--- src/verilog/qsr_pkg.sv ---
// qsr_pkg: constants for the questionable status word and top status byte
// assumes: compiled ahead of the questionable status modules
package qsr_pkg;
   // ************************************************************
   // questionable word layout
   // ************************************************************
   localparam int unsigned QSR_QW_WIDTH     = 16;
   localparam int unsigned QSR_BIT_UNLEVEL  = 10;
   localparam int unsigned QSR_BIT_UNLOCK   = 11;
   localparam int unsigned QSR_BIT_NOREF    = 12;
   localparam logic [15:0] QSR_QW_RESET     = 16'h0000;
   localparam logic [15:0] QSR_QW_USED_MASK = 16'h1c00;
   // ************************************************************
   // top status byte layout
   // ************************************************************
   localparam int unsigned QSR_SB_WIDTH     = 8;
   localparam int unsigned QSR_SB_QUESTIONABLE_CONDITION      = 3;
   localparam int unsigned QSR_SB_SRQ       = 6;
   localparam logic [7:0]  QSR_SB_RESET     = 8'h00;
   localparam logic [7:0]  QSR_MASK_RESET   = 8'h00;
   localparam logic [7:0]  QSR_SB_USED_MASK = 8'h3d;
   // ************************************************************
   // pin input filter
   // ************************************************************
   localparam int unsigned QSR_SYNC_STAGES  = 3;
endpackage

--- src/verilog/qsr_sync.sv ---
// qsr_sync: three-stage synchroniser, change accepted when stages 1 and 2 agree
// assumes: input is asynchronous to mclk_i
`timescale 1ns/100ps
module qsr_sync
   import qsr_pkg::*;
(
   input  wire logic mclk_i,
   input  wire logic rst_i,
   input  wire logic async_i,
   output logic      level_o
);
   logic [QSR_SYNC_STAGES-1:0] stage_r;
   logic                       level_r;

   always_ff @(posedge mclk_i or posedge rst_i) begin
      if (rst_i) begin
         stage_r <= '0;
      end else begin
         stage_r <= {stage_r[QSR_SYNC_STAGES-2:0], async_i};
      end
   end

   // stage 0 feeds only stage 1
   always_ff @(posedge mclk_i or posedge rst_i) begin
      if (rst_i) begin
         level_r <= 1'b0;
      end else if (stage_r[1] == stage_r[2]) begin
         level_r <= stage_r[2];
      end
   end

   assign level_o = level_r;
endmodule

--- src/verilog/qsr_top.sv ---
// qsr_top: questionable condition word, status byte summary and service request
// assumes: condition pins asynchronous; query/mask ports driven on mclk_i
`timescale 1ns/100ps
module qsr_top
   import qsr_pkg::*;
(
   input  wire logic                    mclk_i,
   input  wire logic                    rst_i,
   input  wire logic                    output_level_loop_unlevel_i,
   input  wire logic                    synth_unlock_i,
   input  wire logic                    ext_ref_lost_i,
   input  wire logic [QSR_SB_WIDTH-1:0] other_status_i,
   input  wire logic                    mask_wr_i,
   input  wire logic [QSR_SB_WIDTH-1:0] mask_wdata_i,
   input  wire logic                    query_i,
   output logic      [QSR_QW_WIDTH-1:0] questionable_word_o,
   output logic                         query_valid_o,
   output logic      [QSR_SB_WIDTH-1:0] top_status_byte_o,
   output logic      [QSR_SB_WIDTH-1:0] service_request_mask_o,
   output logic                         service_request_summary_o
);
   // ************************************************************
   // condition pin synchronisers
   // ************************************************************
   logic [2:0] pin_raw;
   logic [2:0] pin_lvl;
   assign pin_raw = {ext_ref_lost_i, synth_unlock_i, output_level_loop_unlevel_i};

   genvar gi;
   generate
      for (gi = 0; gi < 3; gi++) begin : g_sync
         qsr_sync u_sync (
            .mclk_i  (mclk_i),
            .rst_i   (rst_i),
            .async_i (pin_raw[gi]),
            .level_o (pin_lvl[gi])
         );
      end
   endgenerate

   // ************************************************************
   // questionable condition word
   // ************************************************************
   logic [QSR_QW_WIDTH-1:0] cond_r;
   logic [QSR_QW_WIDTH-1:0] cond_nxt;

   always_comb begin
      cond_nxt                  = '0;
      cond_nxt[QSR_BIT_UNLEVEL] = pin_lvl[0];
      cond_nxt[QSR_BIT_UNLOCK]  = pin_lvl[1];
      cond_nxt[QSR_BIT_NOREF]   = pin_lvl[2];
   end

   always_ff @(posedge mclk_i or posedge rst_i) begin
      if (rst_i) begin
         cond_r <= QSR_QW_RESET;
      end else begin
         cond_r <= cond_nxt;
      end
   end

   AST_UNUSED_ZERO: assert property (
      @(posedge mclk_i) disable iff (rst_i)
      (cond_r & ~QSR_QW_USED_MASK) == '0)
      else $error("unused questionable bit set");

   AST_UNLEVEL: assert property (
      @(posedge mclk_i) disable iff (rst_i)
      cond_r[QSR_BIT_UNLEVEL] == $past(pin_lvl[0]))
      else $error("unlevel bit does not follow pin");

   AST_UNLOCK: assert property (
      @(posedge mclk_i) disable iff (rst_i)
      cond_r[QSR_BIT_UNLOCK] == $past(pin_lvl[1]))
      else $error("unlock bit does not follow pin");

   AST_NOREF: assert property (
      @(posedge mclk_i) disable iff (rst_i)
      cond_r[QSR_BIT_NOREF] == $past(pin_lvl[2]))
      else $error("noref bit does not follow pin");

   AST_UNLEVEL_RISE: assert property (
      @(posedge mclk_i) disable iff (rst_i)
      $rose(pin_raw[0]) ##1 pin_raw[0] [*4] |=> cond_r[QSR_BIT_UNLEVEL])
      else $error("unlevel bit late after pin rise");

   AST_UNLEVEL_FALL: assert property (
      @(posedge mclk_i) disable iff (rst_i)
      $fell(pin_raw[0]) ##1 !pin_raw[0] [*4] |=> !cond_r[QSR_BIT_UNLEVEL])
      else $error("unlevel bit late after pin fall");

   AST_UNLOCK_RISE: assert property (
      @(posedge mclk_i) disable iff (rst_i)
      $rose(pin_raw[1]) ##1 pin_raw[1] [*4] |=> cond_r[QSR_BIT_UNLOCK])
      else $error("unlock bit late after pin rise");

   AST_UNLOCK_FALL: assert property (
      @(posedge mclk_i) disable iff (rst_i)
      $fell(pin_raw[1]) ##1 !pin_raw[1] [*4] |=> !cond_r[QSR_BIT_UNLOCK])
      else $error("unlock bit late after pin fall");

   AST_NOREF_RISE: assert property (
      @(posedge mclk_i) disable iff (rst_i)
      $rose(pin_raw[2]) ##1 pin_raw[2] [*4] |=> cond_r[QSR_BIT_NOREF])
      else $error("noref bit late after pin rise");

   AST_NOREF_FALL: assert property (
      @(posedge mclk_i) disable iff (rst_i)
      $fell(pin_raw[2]) ##1 !pin_raw[2] [*4] |=> !cond_r[QSR_BIT_NOREF])
      else $error("noref bit late after pin fall");

   // ************************************************************
   // condition query
   // ************************************************************
   logic [QSR_QW_WIDTH-1:0] qword_r;
   logic                    qvalid_r;

   always_ff @(posedge mclk_i or posedge rst_i) begin
      if (rst_i) begin
         qword_r  <= QSR_QW_RESET;
         qvalid_r <= 1'b0;
      end else begin
         qvalid_r <= query_i;
         if (query_i) begin
            qword_r <= cond_r;
         end
      end
   end

   AST_QUERY: assert property (
      @(posedge mclk_i) disable iff (rst_i)
      query_i |=> query_valid_o && questionable_word_o == $past(cond_r))
      else $error("query word wrong");

   AST_QUERY_PULSE: assert property (
      @(posedge mclk_i) disable iff (rst_i)
      !query_i |=> !query_valid_o)
      else $error("query valid without query");

   AST_QUERY_HOLD: assert property (
      @(posedge mclk_i) disable iff (rst_i)
      !query_i |=> $stable(questionable_word_o))
      else $error("query word changed without query");

   AST_WORD_UNUSED: assert property (
      @(posedge mclk_i) disable iff (rst_i)
      (questionable_word_o & ~QSR_QW_USED_MASK) == '0)
      else $error("unused bit in returned word");

   // ************************************************************
   // service request mask
   // ************************************************************
   logic [QSR_SB_WIDTH-1:0] mask_r;

   always_ff @(posedge mclk_i or posedge rst_i) begin
      if (rst_i) begin
         mask_r <= QSR_MASK_RESET;
      end else if (mask_wr_i) begin
         mask_r <= mask_wdata_i;
      end
   end

   AST_MASK_WRITE: assert property (
      @(posedge mclk_i) disable iff (rst_i)
      mask_wr_i |=> service_request_mask_o == $past(mask_wdata_i))
      else $error("mask write not taken");

   AST_MASK_HOLD: assert property (
      @(posedge mclk_i) disable iff (rst_i)
      !mask_wr_i |=> $stable(service_request_mask_o))
      else $error("mask changed without write");

   // ************************************************************
   // top status byte and service request
   // ************************************************************
   logic [QSR_SB_WIDTH-1:0] sb_r;
   logic [QSR_SB_WIDTH-1:0] sb_nxt;
   logic                    srq_r;

   always_comb begin
      sb_nxt               = other_status_i & QSR_SB_USED_MASK;
      sb_nxt[QSR_SB_QUESTIONABLE_CONDITION]  = |cond_r;
      sb_nxt[QSR_SB_SRQ]   = |(sb_r & mask_r & ~(8'h01 << QSR_SB_SRQ));
   end

   always_ff @(posedge mclk_i or posedge rst_i) begin
      if (rst_i) begin
         sb_r  <= QSR_SB_RESET;
         srq_r <= 1'b0;
      end else begin
         sb_r  <= sb_nxt;
         srq_r <= sb_nxt[QSR_SB_SRQ];
      end
   end

   AST_SUMMARY: assert property (
      @(posedge mclk_i) disable iff (rst_i)
      sb_r[QSR_SB_QUESTIONABLE_CONDITION] == $past(|cond_r))
      else $error("summary bit wrong");

   AST_SB_OTHER: assert property (
      @(posedge mclk_i) disable iff (rst_i)
      !$past(rst_i) |->
         ((sb_r ^ $past(other_status_i)) & QSR_SB_USED_MASK & ~(8'h01 << QSR_SB_QUESTIONABLE_CONDITION)) == '0)
      else $error("other status bits wrong");

   AST_SRQ: assert property (
      @(posedge mclk_i) disable iff (rst_i)
      (mask_r[QSR_SB_QUESTIONABLE_CONDITION] && sb_r[QSR_SB_QUESTIONABLE_CONDITION]) |=> sb_r[QSR_SB_SRQ])
      else $error("service request missing");

   AST_SRQ_FULL: assert property (
      @(posedge mclk_i) disable iff (rst_i)
      sb_r[QSR_SB_SRQ] == ($past(sb_r & mask_r & ~(8'h01 << QSR_SB_SRQ)) != '0))
      else $error("service request bit wrong");

   AST_SRQ_OUT: assert property (
      @(posedge mclk_i) disable iff (rst_i)
      service_request_summary_o == sb_r[QSR_SB_SRQ])
      else $error("summary output mismatch");

   assign questionable_word_o       = qword_r;
   assign query_valid_o             = qvalid_r;
   assign top_status_byte_o         = sb_r;
   assign service_request_mask_o    = mask_r;
   assign service_request_summary_o = srq_r;
endmodule

--- config.mk ---
export PLATFORM = sky130hd
export DESIGN_NAME = qsr_top
export DESIGN_NICKNAME = d
export VERILOG_FILES = /design/src/verilog/qsr_pkg.sv /design/src/verilog/qsr_sync.sv /design/src/verilog/qsr_top.sv
export SDC_FILE = /design/constraint.sdc
export NUM_CORES = 1
export LEC_CHECK = 0
export ABC_AREA = 1
export BUFFER_PORTS_ARGS = -buffer_cell sky130_fd_sc_hd__buf_2
export CORE_ASPECT_RATIO = 1.75
export CORE_MARGIN = 5
export CORE_UTILIZATION = 45
export DETAILED_ROUTE_END_ITERATION = 8
export PLACE_DENSITY = 0.78
export SLEW_MARGIN = 25
export SYNTH_ARGS = -nofsm -noshare
export SYNTH_HDL_FRONTEND = slang
export SYNTH_HIERARCHICAL = 1
export SYNTH_SLANG_ARGS = --single-unit
--- constraint.sdc ---
create_clock -name mclk_i -period 0.8 [get_ports mclk_i]
set_input_delay 0.16 -clock mclk_i [delete_from_list [all_inputs] [get_ports mclk_i]]
set_output_delay 0.16 -clock mclk_i [all_outputs]
set_load 0.01 [all_outputs]
Word level (Yosys, flattened, before mapping)
Cells that the tools add are included.
{"block": "classes", "n_addsub": 0, "mul": 0, "n_div": 0, "n_lt_le_gt_ge": 0, "eq_ne": 3, "n_shift": 0, "muxes": 0, "n_bitwise": 1, "reduce_logical": 2}
{"op": "7-bit by 8-bit AND with 8-bit output", "count": 1}
{"op": "7-bit OR reduction", "count": 1}
{"op": "1-bit == test", "count": 3}
{"op": "3-bit OR reduction", "count": 1}
{"block": "totals", "register_bits": 34, "latchBits": 0, "mem_bits_rw": 0, "rom_bits": 0, "inputBits": 23, "output_inout_bits": 34, "wordCells": 18, "memories": 0}

Longest topological paths before layout
Gate-level depths: netlist (run 1).
{"block": "depth", "depth_word": 2, "mapped_depth": 4, "mapped_depth_nobuf": 4}

Hierarchy
The synthesis (run 1) kept the hierarchy.
{"module": "qsr_top", "instances": 1, "cells_each": 85, "area_each_um2": 848.3, "seq_area_each_um2": 525.5}
{"module": "qsr_sync", "instances": 3, "cells_each": 9, "area_each_um2": 120.1, "seq_area_each_um2": 100.1}

Worst setup path before layout (run 1)
Ideal clock, no wire load.
{"block": "synth_path", "path_type": "reg2reg", "from": "register mask_r[2], in the netlist service_request_mask_o[2]", "to": "register sb_r[6], in the netlist top_status_byte_o[6]", "setup_ns": 0.119, "t_arrival_ns": 0.625, "required_time_ns": 0.681, "setup_slack_ns": 0.057, "path_stages_with_launch": 5, "n_path_buf": 0, "period_less_slack_ns": 0.743, "cell_sequence": "dfrtp_1 nand2_1 nand2_1 nor2_1 nand2_1"}
{"block": "synth_between", "elab_chain_cells": 2}
{"item": "from (decl)", "line": "qsr_top.sv:153", "rtl": "logic [QSR_SB_WIDTH-1:0] mask_r;"}
{"item": "from (signal assigned)", "line": "qsr_top.sv:159", "rtl": "mask_r <= mask_wdata_i;"}
{"item": "7-bit by 8-bit AND with 8-bit output", "line": "qsr_top.sv:183", "rtl": "sb_nxt[QSR_SB_SRQ] = |(sb_r & mask_r & ~(8'h01 << QSR_SB_SRQ));"}
{"item": "7-bit OR reduction", "line": "qsr_top.sv:183"}
{"item": "via sb_nxt[6]", "line": "qsr_top.sv:177", "rtl": "logic [QSR_SB_WIDTH-1:0] sb_nxt;"}
{"item": "to (signal assigned)", "line": "qsr_top.sv:191", "rtl": "sb_r <= sb_nxt;"}
{"item": "to (decl)", "line": "qsr_top.sv:176", "rtl": "logic [QSR_SB_WIDTH-1:0] sb_r;"}
The timed path passes the listed nets, and every way through them passes these cells.
A chain may end at the register's enable or synchronous reset.

Final worst setup path (run 1)
{"block": "layout_path", "from": "register mask_r[5], in the netlist service_request_mask_o[5]", "to": "output port service_request_mask_o[5]"}
{"item": "to (decl)", "line": "qsr_top.sv:19", "rtl": "output logic [QSR_SB_WIDTH-1:0] service_request_mask_o,"}
No word-level cell between the ends.

==> flow_metrics.env, run 1 <==
export IMPL_drive_gt1_share_pct=32.6
export IMPL_fp_dieW_um=49.2
export IMPL_place_congestion=0.747
export IMPL_drt_pass_1_iters=4
export IMPL_grt_setup_unrepaired="yes"
export IMPL_synth_seq_area_share_pct=68.3
export IMPL_globalRouteTotalUtil_pct=12.8
export IMPL_global_route_overflow=0
export IMPL_synth_compound_area_share_pct=5.80
export IMPL_post_synth_fa_ha_maj_area_fraction_pct=0
export IMPL_ir_drop_v=0.00125
export IMPL_antenna_violating_nets_post_route=0
export IMPL_worst_path_max_delay_cell="sky130_fd_sc_hd__dfrtp_1"
export IMPL_share_of_cell_area_taken_by_muxes_after_synthesis_pct=0
export IMPL_final_fill_count=206
export IMPL_grt_pass1_vias=854
export IMPL_clockRootBuffer="sky130_fd_sc_hd__clkbuf_8"
export IMPL_grt_pass1_wl_um=3910
export IMPL_n_antenna_cell=0
export IMPL_synth_warnings=6
export IMPL_main_combinational_cell_family_by_area_after_synthesis="buffers and inverters"
export IMPL_htreeDepth=2
export IMPL_mappedNetlistArea_mm2=0.00121
export IMPL_post_synth_and_or_nand_nor_area_fraction_pct=8.49
export IMPL_timing_critical_path_fanout_max=2
export IMPL_crit_path_start_kind="register"
export IMPL_buffer_ports_inserted=37
export IMPL_syn_area_cell_um2=10.8
export IMPL_period_share_pct=121
export IMPL_critPathKind="reg -> out"
export IMPL_worstPathCellList="buf_6"
export IMPL_post_synth_xor_area_fraction_pct=0
export IMPL_violations="negative setup slack"
export IMPL_p_leak_nw=0.899
export IMPL_fp_coreArea_mm2=0.00266
export IMPL_area_added_between_synthesis_and_finish_pct=35.1
export IMPL_avgViaCountPerCell=4.47
export IMPL_critPathRequiredTime_ns=0.64
export IMPL_routed_wirelength_um=2440
export IMPL_power_density_mw_per_mm2=2200
export IMPL_die_area_mm2=0.00386
export IMPL_max_stage_delay_ns=0.40
export IMPL_clkSlewWorstSetupHoldPaths_ns=0.06
export IMPL_drv_cap=0
export IMPL_dp_hpwl_um=1610
export IMPL_worst_path_buf_inv=1
export IMPL_hold_violations=0
export IMPL_design_portCount=57
export IMPL_hold_path_class="in -> reg"
export IMPL_ctsLongestPathBuffers=2
export IMPL_maximum_number_of_pins_on_one_net_before_global_route_repair=22
export IMPL_fp_dieH_um=78.6
export IMPL_cts_num_sinks=33
export IMPL_layout_core_utilization_pct=61.4
export IMPL_timing_critical_path_max_delay_family="flip-flops"
export IMPL_postSynthCellCount=112
export IMPL_fin_crit_ns=0.968
export IMPL_final_seq_area_um2=826
export IMPL_worst_ep_arrival_time_ns=0.81
export IMPL_maxClockFrequency_mhz=1030
export IMPL_clock_skew_final_ns=0.00221
export IMPL_outcome="finished, violations left"
export IMPL_route_detailed_drc=0
export IMPL_area_of_combinational_cells_with_multiple_inputs_um2=235
export IMPL_pins_over_slew_limit=0
export IMPL_drt_first_iter_violations=9
export IMPL_timing_hold_ws_ns=0.0812
export IMPL_tns_ns=-2.97
export IMPL_dr_total_vias=890
export IMPL_ys_ff_latch=33
export IMPL_std_cell_rows=25
export IMPL_initial_utilization_pct=45.5
export IMPL_critical_path_endpoint_type="output pin"
export IMPL_initial_antenna_violation_count=0
export IMPL_post_route_worst_setup_slack_ns=-0.168
export IMPL_setup_violations=20
export IMPL_final_nets=195
export IMPL_clk_insertion_delay_late_ns=0.27
export IMPL_tritoncts_num_buffers=5
export IMPL_synthDistinctLibCells=10
export IMPL_cts_tree="yes"
export IMPL_wire_per_inst_um=12.3
-- kinds of logic (layout without fill, tap and decap cells) --
logic type / count (synthesis) / in the layout
buffers and inverters: 37 / 83
flip-flops: 33 / 33
AND/OR/NAND/NOR: 27 / 27
AO/OA/AOI/OAI: 14 / 14
other: 1 / 15
-- sequential cells by signal, summed over array words and instances, names as in the netlist --
name and cells:
g_sync.u_sync/stage_r 9, service_request_mask_o 8, top_status_byte_o 6, cond_r 3
g_sync.u_sync/level_o 3, questionable_word_o 3, query_valid_o 1
-- path summary, 6_finish.rpt --
| kind | start | end | slack (ns) | cells after the start |
|---|---|---|---|---|
| setup / recovery | service_request_mask_o[5] | service_request_mask_o[5] | -0.17 | 1 |
| hold / removal | query_i | query_valid_o | 0.08 | 1 |
| setup reg to reg | top_status_byte_o[2] | top_status_byte_o[6] | -0.11 | 5 |
| hold reg to reg | g_sync[2].u_sync/stage_r[0] | g_sync[2].u_sync/stage_r[1] | 0.35 | 0 |
| max in group asynchronous | rst_i | cond_r[11] | 0.10 | 4 |
| min in group asynchronous | rst_i | g_sync[0].u_sync/level_o | 0.35 | 3 |
-- cell type report --
type,instances,share of cell area [%]
Multi-Input combinational cell,56,14.4
Clock buffer,7,5.29
Tap cell,27,2.07
Sequential cell,33,50.6
Inverter,20,4.60
Timing Repair Buffer,56,23.1
-- report_power, final --
group	leakage [nW]	switching, W	internal (W)
clock network	0.0443	0.000517	0.000681
registers	0.387	0.0000704	0.00181
logic	0.468	0.000269	0.000243
-- routing by layer --
| layer | global-route usage [%] | up-vias | wire length, µm |
|---|---|---|---|
| met4 | 5.66 | 0 | 46 |
| met1 | 14.5 | 423 | 859 |
| met2 | 20.3 | 41 | 1270 |
| met5 | 0 | - | 0 |
| met3 | 5.88 | 7 | 262 |
| li1 | - | 419 | - |
-- cells in the mapped netlist, drive strengths merged --
library cell | count | area, µm²
dfrtp | 33 | 826
inv | 20 | 75.1
nand2 | 19 | 71.3
buf | 17 | 131
o21ai | 8 | 40.0
nor2 | 7 | 26.3
a21oi | 6 | 30.0
conb | 1 | 3.75
nand3 | 1 | 5.00
-- stage by stage --
step                setup slack, ns  cell area [µm²]  instances  power, W
floorplan                    0.0568             1260        126   0.00217
CTS                          -0.167             1580        196   0.00358
global placement             0.0548             1360        174   0.00227
finish                       -0.168             1630        199   0.00359
detailed placement           0.0235             1360        174   0.00229
global route                 -0.211             1630        199   0.00380
-- cell usage in the layout, fill, tap and decap left out --
| master | synthesis | routed |
|---|---|---|
| sky130_fd_sc_hd__dlygate4sd3_1 | 0 | 8 |
| sky130_fd_sc_hd__clkbuf_8 | 0 | 6 |
| sky130_fd_sc_hd__nor2_1 | 7 | 6 |
| sky130_fd_sc_hd__o21ai_0 | 8 | 7 |
| sky130_fd_sc_hd__dfrtp_1 | 33 | 33 |
| sky130_fd_sc_hd__nand3_1 | 1 | 1 |
| sky130_fd_sc_hd__clkbuf_1 | 0 | 1 |
| sky130_fd_sc_hd__nand2_1 | 19 | 19 |
| sky130_fd_sc_hd__conb_1 | 1 | 15 |
| sky130_fd_sc_hd__inv_1 | 20 | 20 |
| sky130_fd_sc_hd__nor2_2 | 0 | 1 |
| sky130_fd_sc_hd__buf_2 | 0 | 33 |
| sky130_fd_sc_hd__buf_6 | 1 | 5 |
| sky130_fd_sc_hd__a21oi_1 | 6 | 6 |
| sky130_fd_sc_hd__buf_4 | 16 | 10 |
| sky130_fd_sc_hd__o21ai_2 | 0 | 1 |
-- what timing repair did --
action / 4_1_cts / 5_1_grt
hold buffers: 8 / 0
resized for setup: 0 / 8
setup endpoints to repair: 19 / 21
endpoints found under the hold margin: 40 / 0
setup buffers: 7 / 3
Note: power is estimated with default switching activity, not from simulation.
==> run 2: changes to the inputs <==
- BUFFER_PORTS_ARGS: -buffer_cell sky130_fd_sc_hd__buf_2 -> -buffer_cell sky130_fd_sc_hd__buf_4
==> run 2 against run 1 <==
- the run still ends with negative setup slack left
- sequential share of layout area down 4.3 points
- register-to-register slack about the same
- sequential cell count unchanged
- clock-buffer cell count down 1
- core utilization up 5.6 points
- via count up 1.5%
- clock power down 3%
- die area unchanged
- critical path type unchanged
==> flow_metrics.env, run 2 (synthesis results as in run 1) <==
export IMPL_antenna_violating_nets_post_route=0
export IMPL_most_common_cell_after_layout_fill_and_taps_aside="sky130_fd_sc_hd__dfrtp_1"
export IMPL_tns_ns=-3.22
export IMPL_timing_critical_path_max_delay_family="flip-flops"
export IMPL_layout_cells_non_filler=200
export IMPL_place_detailed_instances=174
export IMPL_route_detailed_drc=0
export IMPL_htreeDepth=2
export IMPL_fin_crit_ns=1.01
export IMPL_drive_gt1_share_pct=36.4
export IMPL_post_route_worst_setup_slack_ns=-0.208
export IMPL_max_stage_delay_ns=0.43
export IMPL_worst_path_buf_inv=1
export IMPL_ir_drop_v=0.00178
export IMPL_routed_wirelength_um=2860
export IMPL_clock_skew_final_ns=0.00650
export IMPL_register_bank_with_the_most_flops="g_sync.u_sync/stage_r"
export IMPL_fp_coreArea_mm2=0.00266
export IMPL_clkSlewWorstSetupHoldPaths_ns=0.07
export IMPL_period_share_pct=126
export IMPL_fp_dieW_um=49.2
export IMPL_maxClockFrequency_mhz=992
export IMPL_pins_over_slew_limit=0
export IMPL_die_area_mm2=0.00386
export IMPL_worst_ep_arrival_time_ns=0.85
export IMPL_clk_insertion_delay_late_ns=0.28
export IMPL_dr_total_vias=903
export IMPL_violations="negative setup slack"
export IMPL_drv_cap=0
export IMPL_tritoncts_num_buffers=5
export IMPL_std_cell_rows=25
export IMPL_fp_dieH_um=78.6
export IMPL_grt_pass1_wl_um=4640
export IMPL_timing_hold_ws_ns=0.0351
export IMPL_power_density_mw_per_mm2=2080
export IMPL_final_fill_count=190
export IMPL_final_nets=195
export IMPL_timing_critical_path_fanout_max=3
export IMPL_outcome="finished, violations left"
export IMPL_p_leak_nw=0.949
export IMPL_largest_register_ff_count=9
export IMPL_ctsLongestPathBuffers=2
export IMPL_grt_pass1_vias=969
export IMPL_global_route_overflow=0
export IMPL_initial_utilization_pct=45.5
export IMPL_design_portCount=57
export IMPL_buffer_ports_inserted=37
export IMPL_setup_violations=20
export IMPL_avgViaCountPerCell=4.52
export IMPL_hold_path_class="in -> reg"
export IMPL_worst_path_max_delay_cell="sky130_fd_sc_hd__dfrtp_1"
export IMPL_area_added_between_synthesis_and_finish_pct=47.5
export IMPL_wire_per_inst_um=14.3
export IMPL_n_antenna_cell=0
export IMPL_initial_antenna_violation_count=0
export IMPL_cts_num_sinks=33
export IMPL_critPathKind="reg -> out"
export IMPL_drt_pass_1_iters=4
export IMPL_dp_hpwl_um=1800
export IMPL_cts_tree="yes"
export IMPL_worstPathCellList="buf_6"
export IMPL_crit_path_start_kind="register"
export IMPL_grt_setup_unrepaired="yes"
export IMPL_dpl_cell_area_mm2=0.00145
export IMPL_layout_common_cells="33 x sky130_fd_sc_hd__dfrtp_1, 27 x sky130_fd_sc_hd__buf_4, 21 x sky130_fd_sc_hd__buf_6"
export IMPL_critPathRequiredTime_ns=0.64
export IMPL_critical_path_endpoint_type="output pin"
export IMPL_layout_core_utilization_pct=67.1
export IMPL_place_congestion=0.708
export IMPL_hold_violations=0
export IMPL_finish_instance_area_mm2=0.00178
export IMPL_drt_first_iter_violations=14
export IMPL_globalRouteTotalUtil_pct=16.0
export IMPL_clockRootBuffer="sky130_fd_sc_hd__clkbuf_8"
export IMPL_maximum_number_of_pins_on_one_net_before_global_route_repair=22
==> run 2: cell count changes in the layout (fill, tap and decap cells not counted), sizes merged <==
cell / before / now
clkinv: 0 / 2
clkbuf: 7 / 6
==> run 2: cell type report <==
cell class	count	area [µm²]	area share (%)
inverters	20	75.1	4.21
multi-input cells	56	246	13.8
repair buffers	56	519	29.1
clock buffers	6	72.6	4.07
well taps	27	33.8	1.89
flip-flops and latches	33	826	46.3
clock inverters	2	10.0	0.561
==> run 2: worst paths after layout <==
path | endpoint | depth (start not counted) | start | slack, ns
setup / recovery | service_request_mask_o[5] | 1 | service_request_mask_o[5] | -0.21
hold / removal | query_valid_o | 1 | query_i | 0.04
setup reg to reg | top_status_byte_o[6] | 5 | top_status_byte_o[2] | -0.12
hold reg to reg | g_sync[1].u_sync/stage_r[1] | 0 | g_sync[1].u_sync/stage_r[0] | 0.35
max in group asynchronous | cond_r[10] | 4 | rst_i | 0.10
min in group asynchronous | g_sync[1].u_sync/stage_r[1] | 3 | rst_i | 0.34
==> run 2: per-layer routing <==
metal	wire (µm)	up-vias	GRT usage, %	share of wire [%]
li1	-	422	-	-
met1	1010	431	15.5	35
met2	1630	46	29.7	57
met3	198	4	4.93	6.9
met4	25	0	7.28	0.87
met5	0	-	0	0
==> run 2: per-stage QoR <==
stage                     worst slack [ns]  total power [W]
final                               -0.208          0.00371
after global routing                -0.244          0.00390
after CTS                           -0.197          0.00369
after detailed placement           0.00353          0.00238
after global placement              0.0517          0.00234
after floorplan                     0.0568          0.00217
==> run 2: where the power goes <==
part	switching (W)	internal [W]	total [W]
clock	0.000558	0.000601	0.00116
combinational	0.000291	0.000355	0.000646
sequential	0.0000933	0.00181	0.00190
total	0.000943	0.00277	0.00371
==> run 2: timing repair <==
| action | CTS | global route |
|---|---|---|
| setup endpoints to repair | 20 | 24 |
| pin swaps | 0 | 3 |
| resized for setup | 19 | 15 |
| hold buffers | 8 | 0 |
| setup buffers | 8 | 2 |
| hold endpoints to repair | 40 | 0 |
==> run 3: changes to the inputs <==
- CORE_ASPECT_RATIO: 1.75 -> unset
- SLEW_MARGIN: 25 -> unset
==> run 3 against run 2 <==
- the run still ends with negative setup slack left
- register-to-register slack gained 0.03 ns
- sequential cell count did not move
- wire length is 14% lower
- sequential power about the same
- fmax down 1.7%
- sequential share of layout area up 1.1 points
- clock power fell by 29%
- first-iteration DRC count grew to 3.1 times the previous value
- worst hold slack improved by 0.024 ns
- final cell count increased by 0.50%
- die area fell by 1.1%
- largest cell class unchanged
==> flow_metrics.env, run 3 (synthesis results as in run 1) <==
export IMPL_outcome="finished, violations left"
export IMPL_violations="negative setup slack"
export IMPL_clkSlewWorstSetupHoldPaths_ns=0.09
export IMPL_largest_register_ff_count=9
export IMPL_wire_per_inst_um=12.3
export IMPL_drt_pass_1_iters=4
export IMPL_antenna_violating_nets_post_route=0
export IMPL_place_congestion=0.740
export IMPL_ir_drop_v=0.00149
export IMPL_worst_path_max_delay_cell="sky130_fd_sc_hd__dfrtp_1"
export IMPL_period_share_pct=128
export IMPL_timing_critical_path_max_delay_family="flip-flops"
export IMPL_worstSetupStartpoint="service_request_mask_o[6]"
export IMPL_layout_core_utilization_pct=69.1
export IMPL_dp_worst_setup_slack_ns=0.0246
export IMPL_power_density_mw_per_mm2=1920
export IMPL_layout_cells_non_filler=201
export IMPL_die_area_mm2=0.00382
export IMPL_launching_point_of_the_worst_reg2reg_path="service_request_mask_o[2]"
export IMPL_r2r_worst_path_cells=5
export IMPL_register_bank_with_the_most_flops="g_sync.u_sync/stage_r"
export IMPL_routed_wirelength_um=2470
export IMPL_crit_path_start_kind="register"
export IMPL_hold_path_cell_count=3
export IMPL_critPathRequiredTime_ns=0.64
export IMPL_buffer_ports_inserted=37
export IMPL_maxClockFrequency_mhz=975
export IMPL_htreeDepth=2
export IMPL_drt_first_iter_violations=43
export IMPL_design_portCount=57
export IMPL_initial_utilization_pct=47.9
export IMPL_critical_path_endpoint_type="output pin"
export IMPL_setup_violations=20
export IMPL_grt_pass1_wl_um=3660
export IMPL_fp_dieH_um=61.8
export IMPL_globalRouteTotalUtil_pct=13.5
export IMPL_p_leak_nw=0.924
export IMPL_dr_total_vias=880
export IMPL_worstPathCellList="buf_6"
export IMPL_maximum_number_of_pins_on_one_net_before_global_route_repair=22
export IMPL_initial_antenna_violation_count=0
export IMPL_drv_cap=0
export IMPL_dp_hpwl_um=1620
export IMPL_worst_path_stages=1
export IMPL_n_antenna_cell=0
export IMPL_timing_hold_worst_start="mask_wdata_i[1]"
export IMPL_grt_setup_unrepaired="yes"
export IMPL_final_nets=193
export IMPL_fp_coreArea_mm2=0.00252
export IMPL_fp_dieW_um=61.8
export IMPL_ctsLongestPathBuffers=2
export IMPL_global_route_overflow=0
export IMPL_hold_violations=0
export IMPL_cts_num_sinks=33
export IMPL_avgViaCountPerCell=4.38
export IMPL_grt_pass1_vias=883
export IMPL_std_cell_rows=18
export IMPL_cts_tree="yes"
export IMPL_max_stage_delay_ns=0.42
export IMPL_tns_ns=-4.03
export IMPL_clock_skew_final_ns=0.00432
export IMPL_clk_insertion_delay_late_ns=0.32
export IMPL_final_fill_count=181
export IMPL_fin_crit_ns=1.03
export IMPL_pins_over_slew_limit=0
export IMPL_critPathKind="reg -> out"
export IMPL_worst_ep_arrival_time_ns=0.87
export IMPL_place_detailed_instances=177
export IMPL_route_detailed_drc=0
export IMPL_post_route_worst_setup_slack_ns=-0.226
export IMPL_timing_hold_ws_ns=0.0594
export IMPL_worst_path_buf_inv=1
export IMPL_layout_common_cells="33 x sky130_fd_sc_hd__dfrtp_1, 23 x sky130_fd_sc_hd__buf_4, 21 x sky130_fd_sc_hd__buf_6"
export IMPL_tritoncts_num_buffers=5
export IMPL_timing_critical_path_fanout_max=2
export IMPL_most_common_cell_after_layout_fill_and_taps_aside="sky130_fd_sc_hd__dfrtp_1"
export IMPL_drive_gt1_share_pct=31.0
export IMPL_hold_path_class="in -> reg"
export IMPL_clockRootBuffer="sky130_fd_sc_hd__clkbuf_4"
export IMPL_area_added_between_synthesis_and_finish_pct=44.2
## run 3: power breakdown
group	leakage, nW	switching, W	total [W]	internal [W]
sequential	0.387	0.0000905	0.00190	0.00181
combinational	0.510	0.000274	0.000623	0.000349
clock	0.0265	0.000479	0.000829	0.000350
total	0.924	0.000843	0.00335	0.00251
## run 3: stage by stage
stage,instance area (µm²),power (W)
floorplan,1260,0.00217
global placement,1470,0.00236
detailed placement,1470,0.00238
CTS,1720,0.00336
global route,1740,0.00356
finish,1740,0.00335
## run 3: layout make-up
class | count | area [µm²] | area share (%)
timing repair buffer | 54 | 519 | 29.8
multi-input combinational | 56 | 236 | 13.6
clock buffer | 8 | 48.8 | 2.80
inverter | 20 | 75.1 | 4.31
sequential | 33 | 826 | 47.4
tap | 30 | 37.5 | 2.15
## run 3: final timing paths
path | slack [ns] | to
worst max-delay path | -0.23 | service_request_mask_o[6]
worst min-delay path | 0.06 | service_request_mask_o[1]
worst min register to register | 0.35 | g_sync[0].u_sync/stage_r[1]
max in group asynchronous | 0.23 | service_request_mask_o[2]
min in group asynchronous | 0.30 | g_sync[1].u_sync/stage_r[0]
worst max register to register | -0.09 | top_status_byte_o[6]
## run 3: metal layers
| layer | global-route usage (%) | up-vias | routed length [µm] |
|---|---|---|---|
| li1 | - | 422 | - |
| met1 | 13.6 | 397 | 832 |
| met2 | 24.1 | 53 | 1250 |
| met3 | 6.20 | 8 | 337 |
| met4 | 5.45 | 0 | 44 |
| met5 | 0 | - | 0 |
## run 3: timing repair
action | in CTS | in global routing
endpoints found under the setup margin | 19 | 25
setup buffers | 6 | 2
hold buffers | 9 | 0
pin swaps | 0 | 2
resized for setup | 18 | 10
endpoints found under the hold margin | 41 | 0
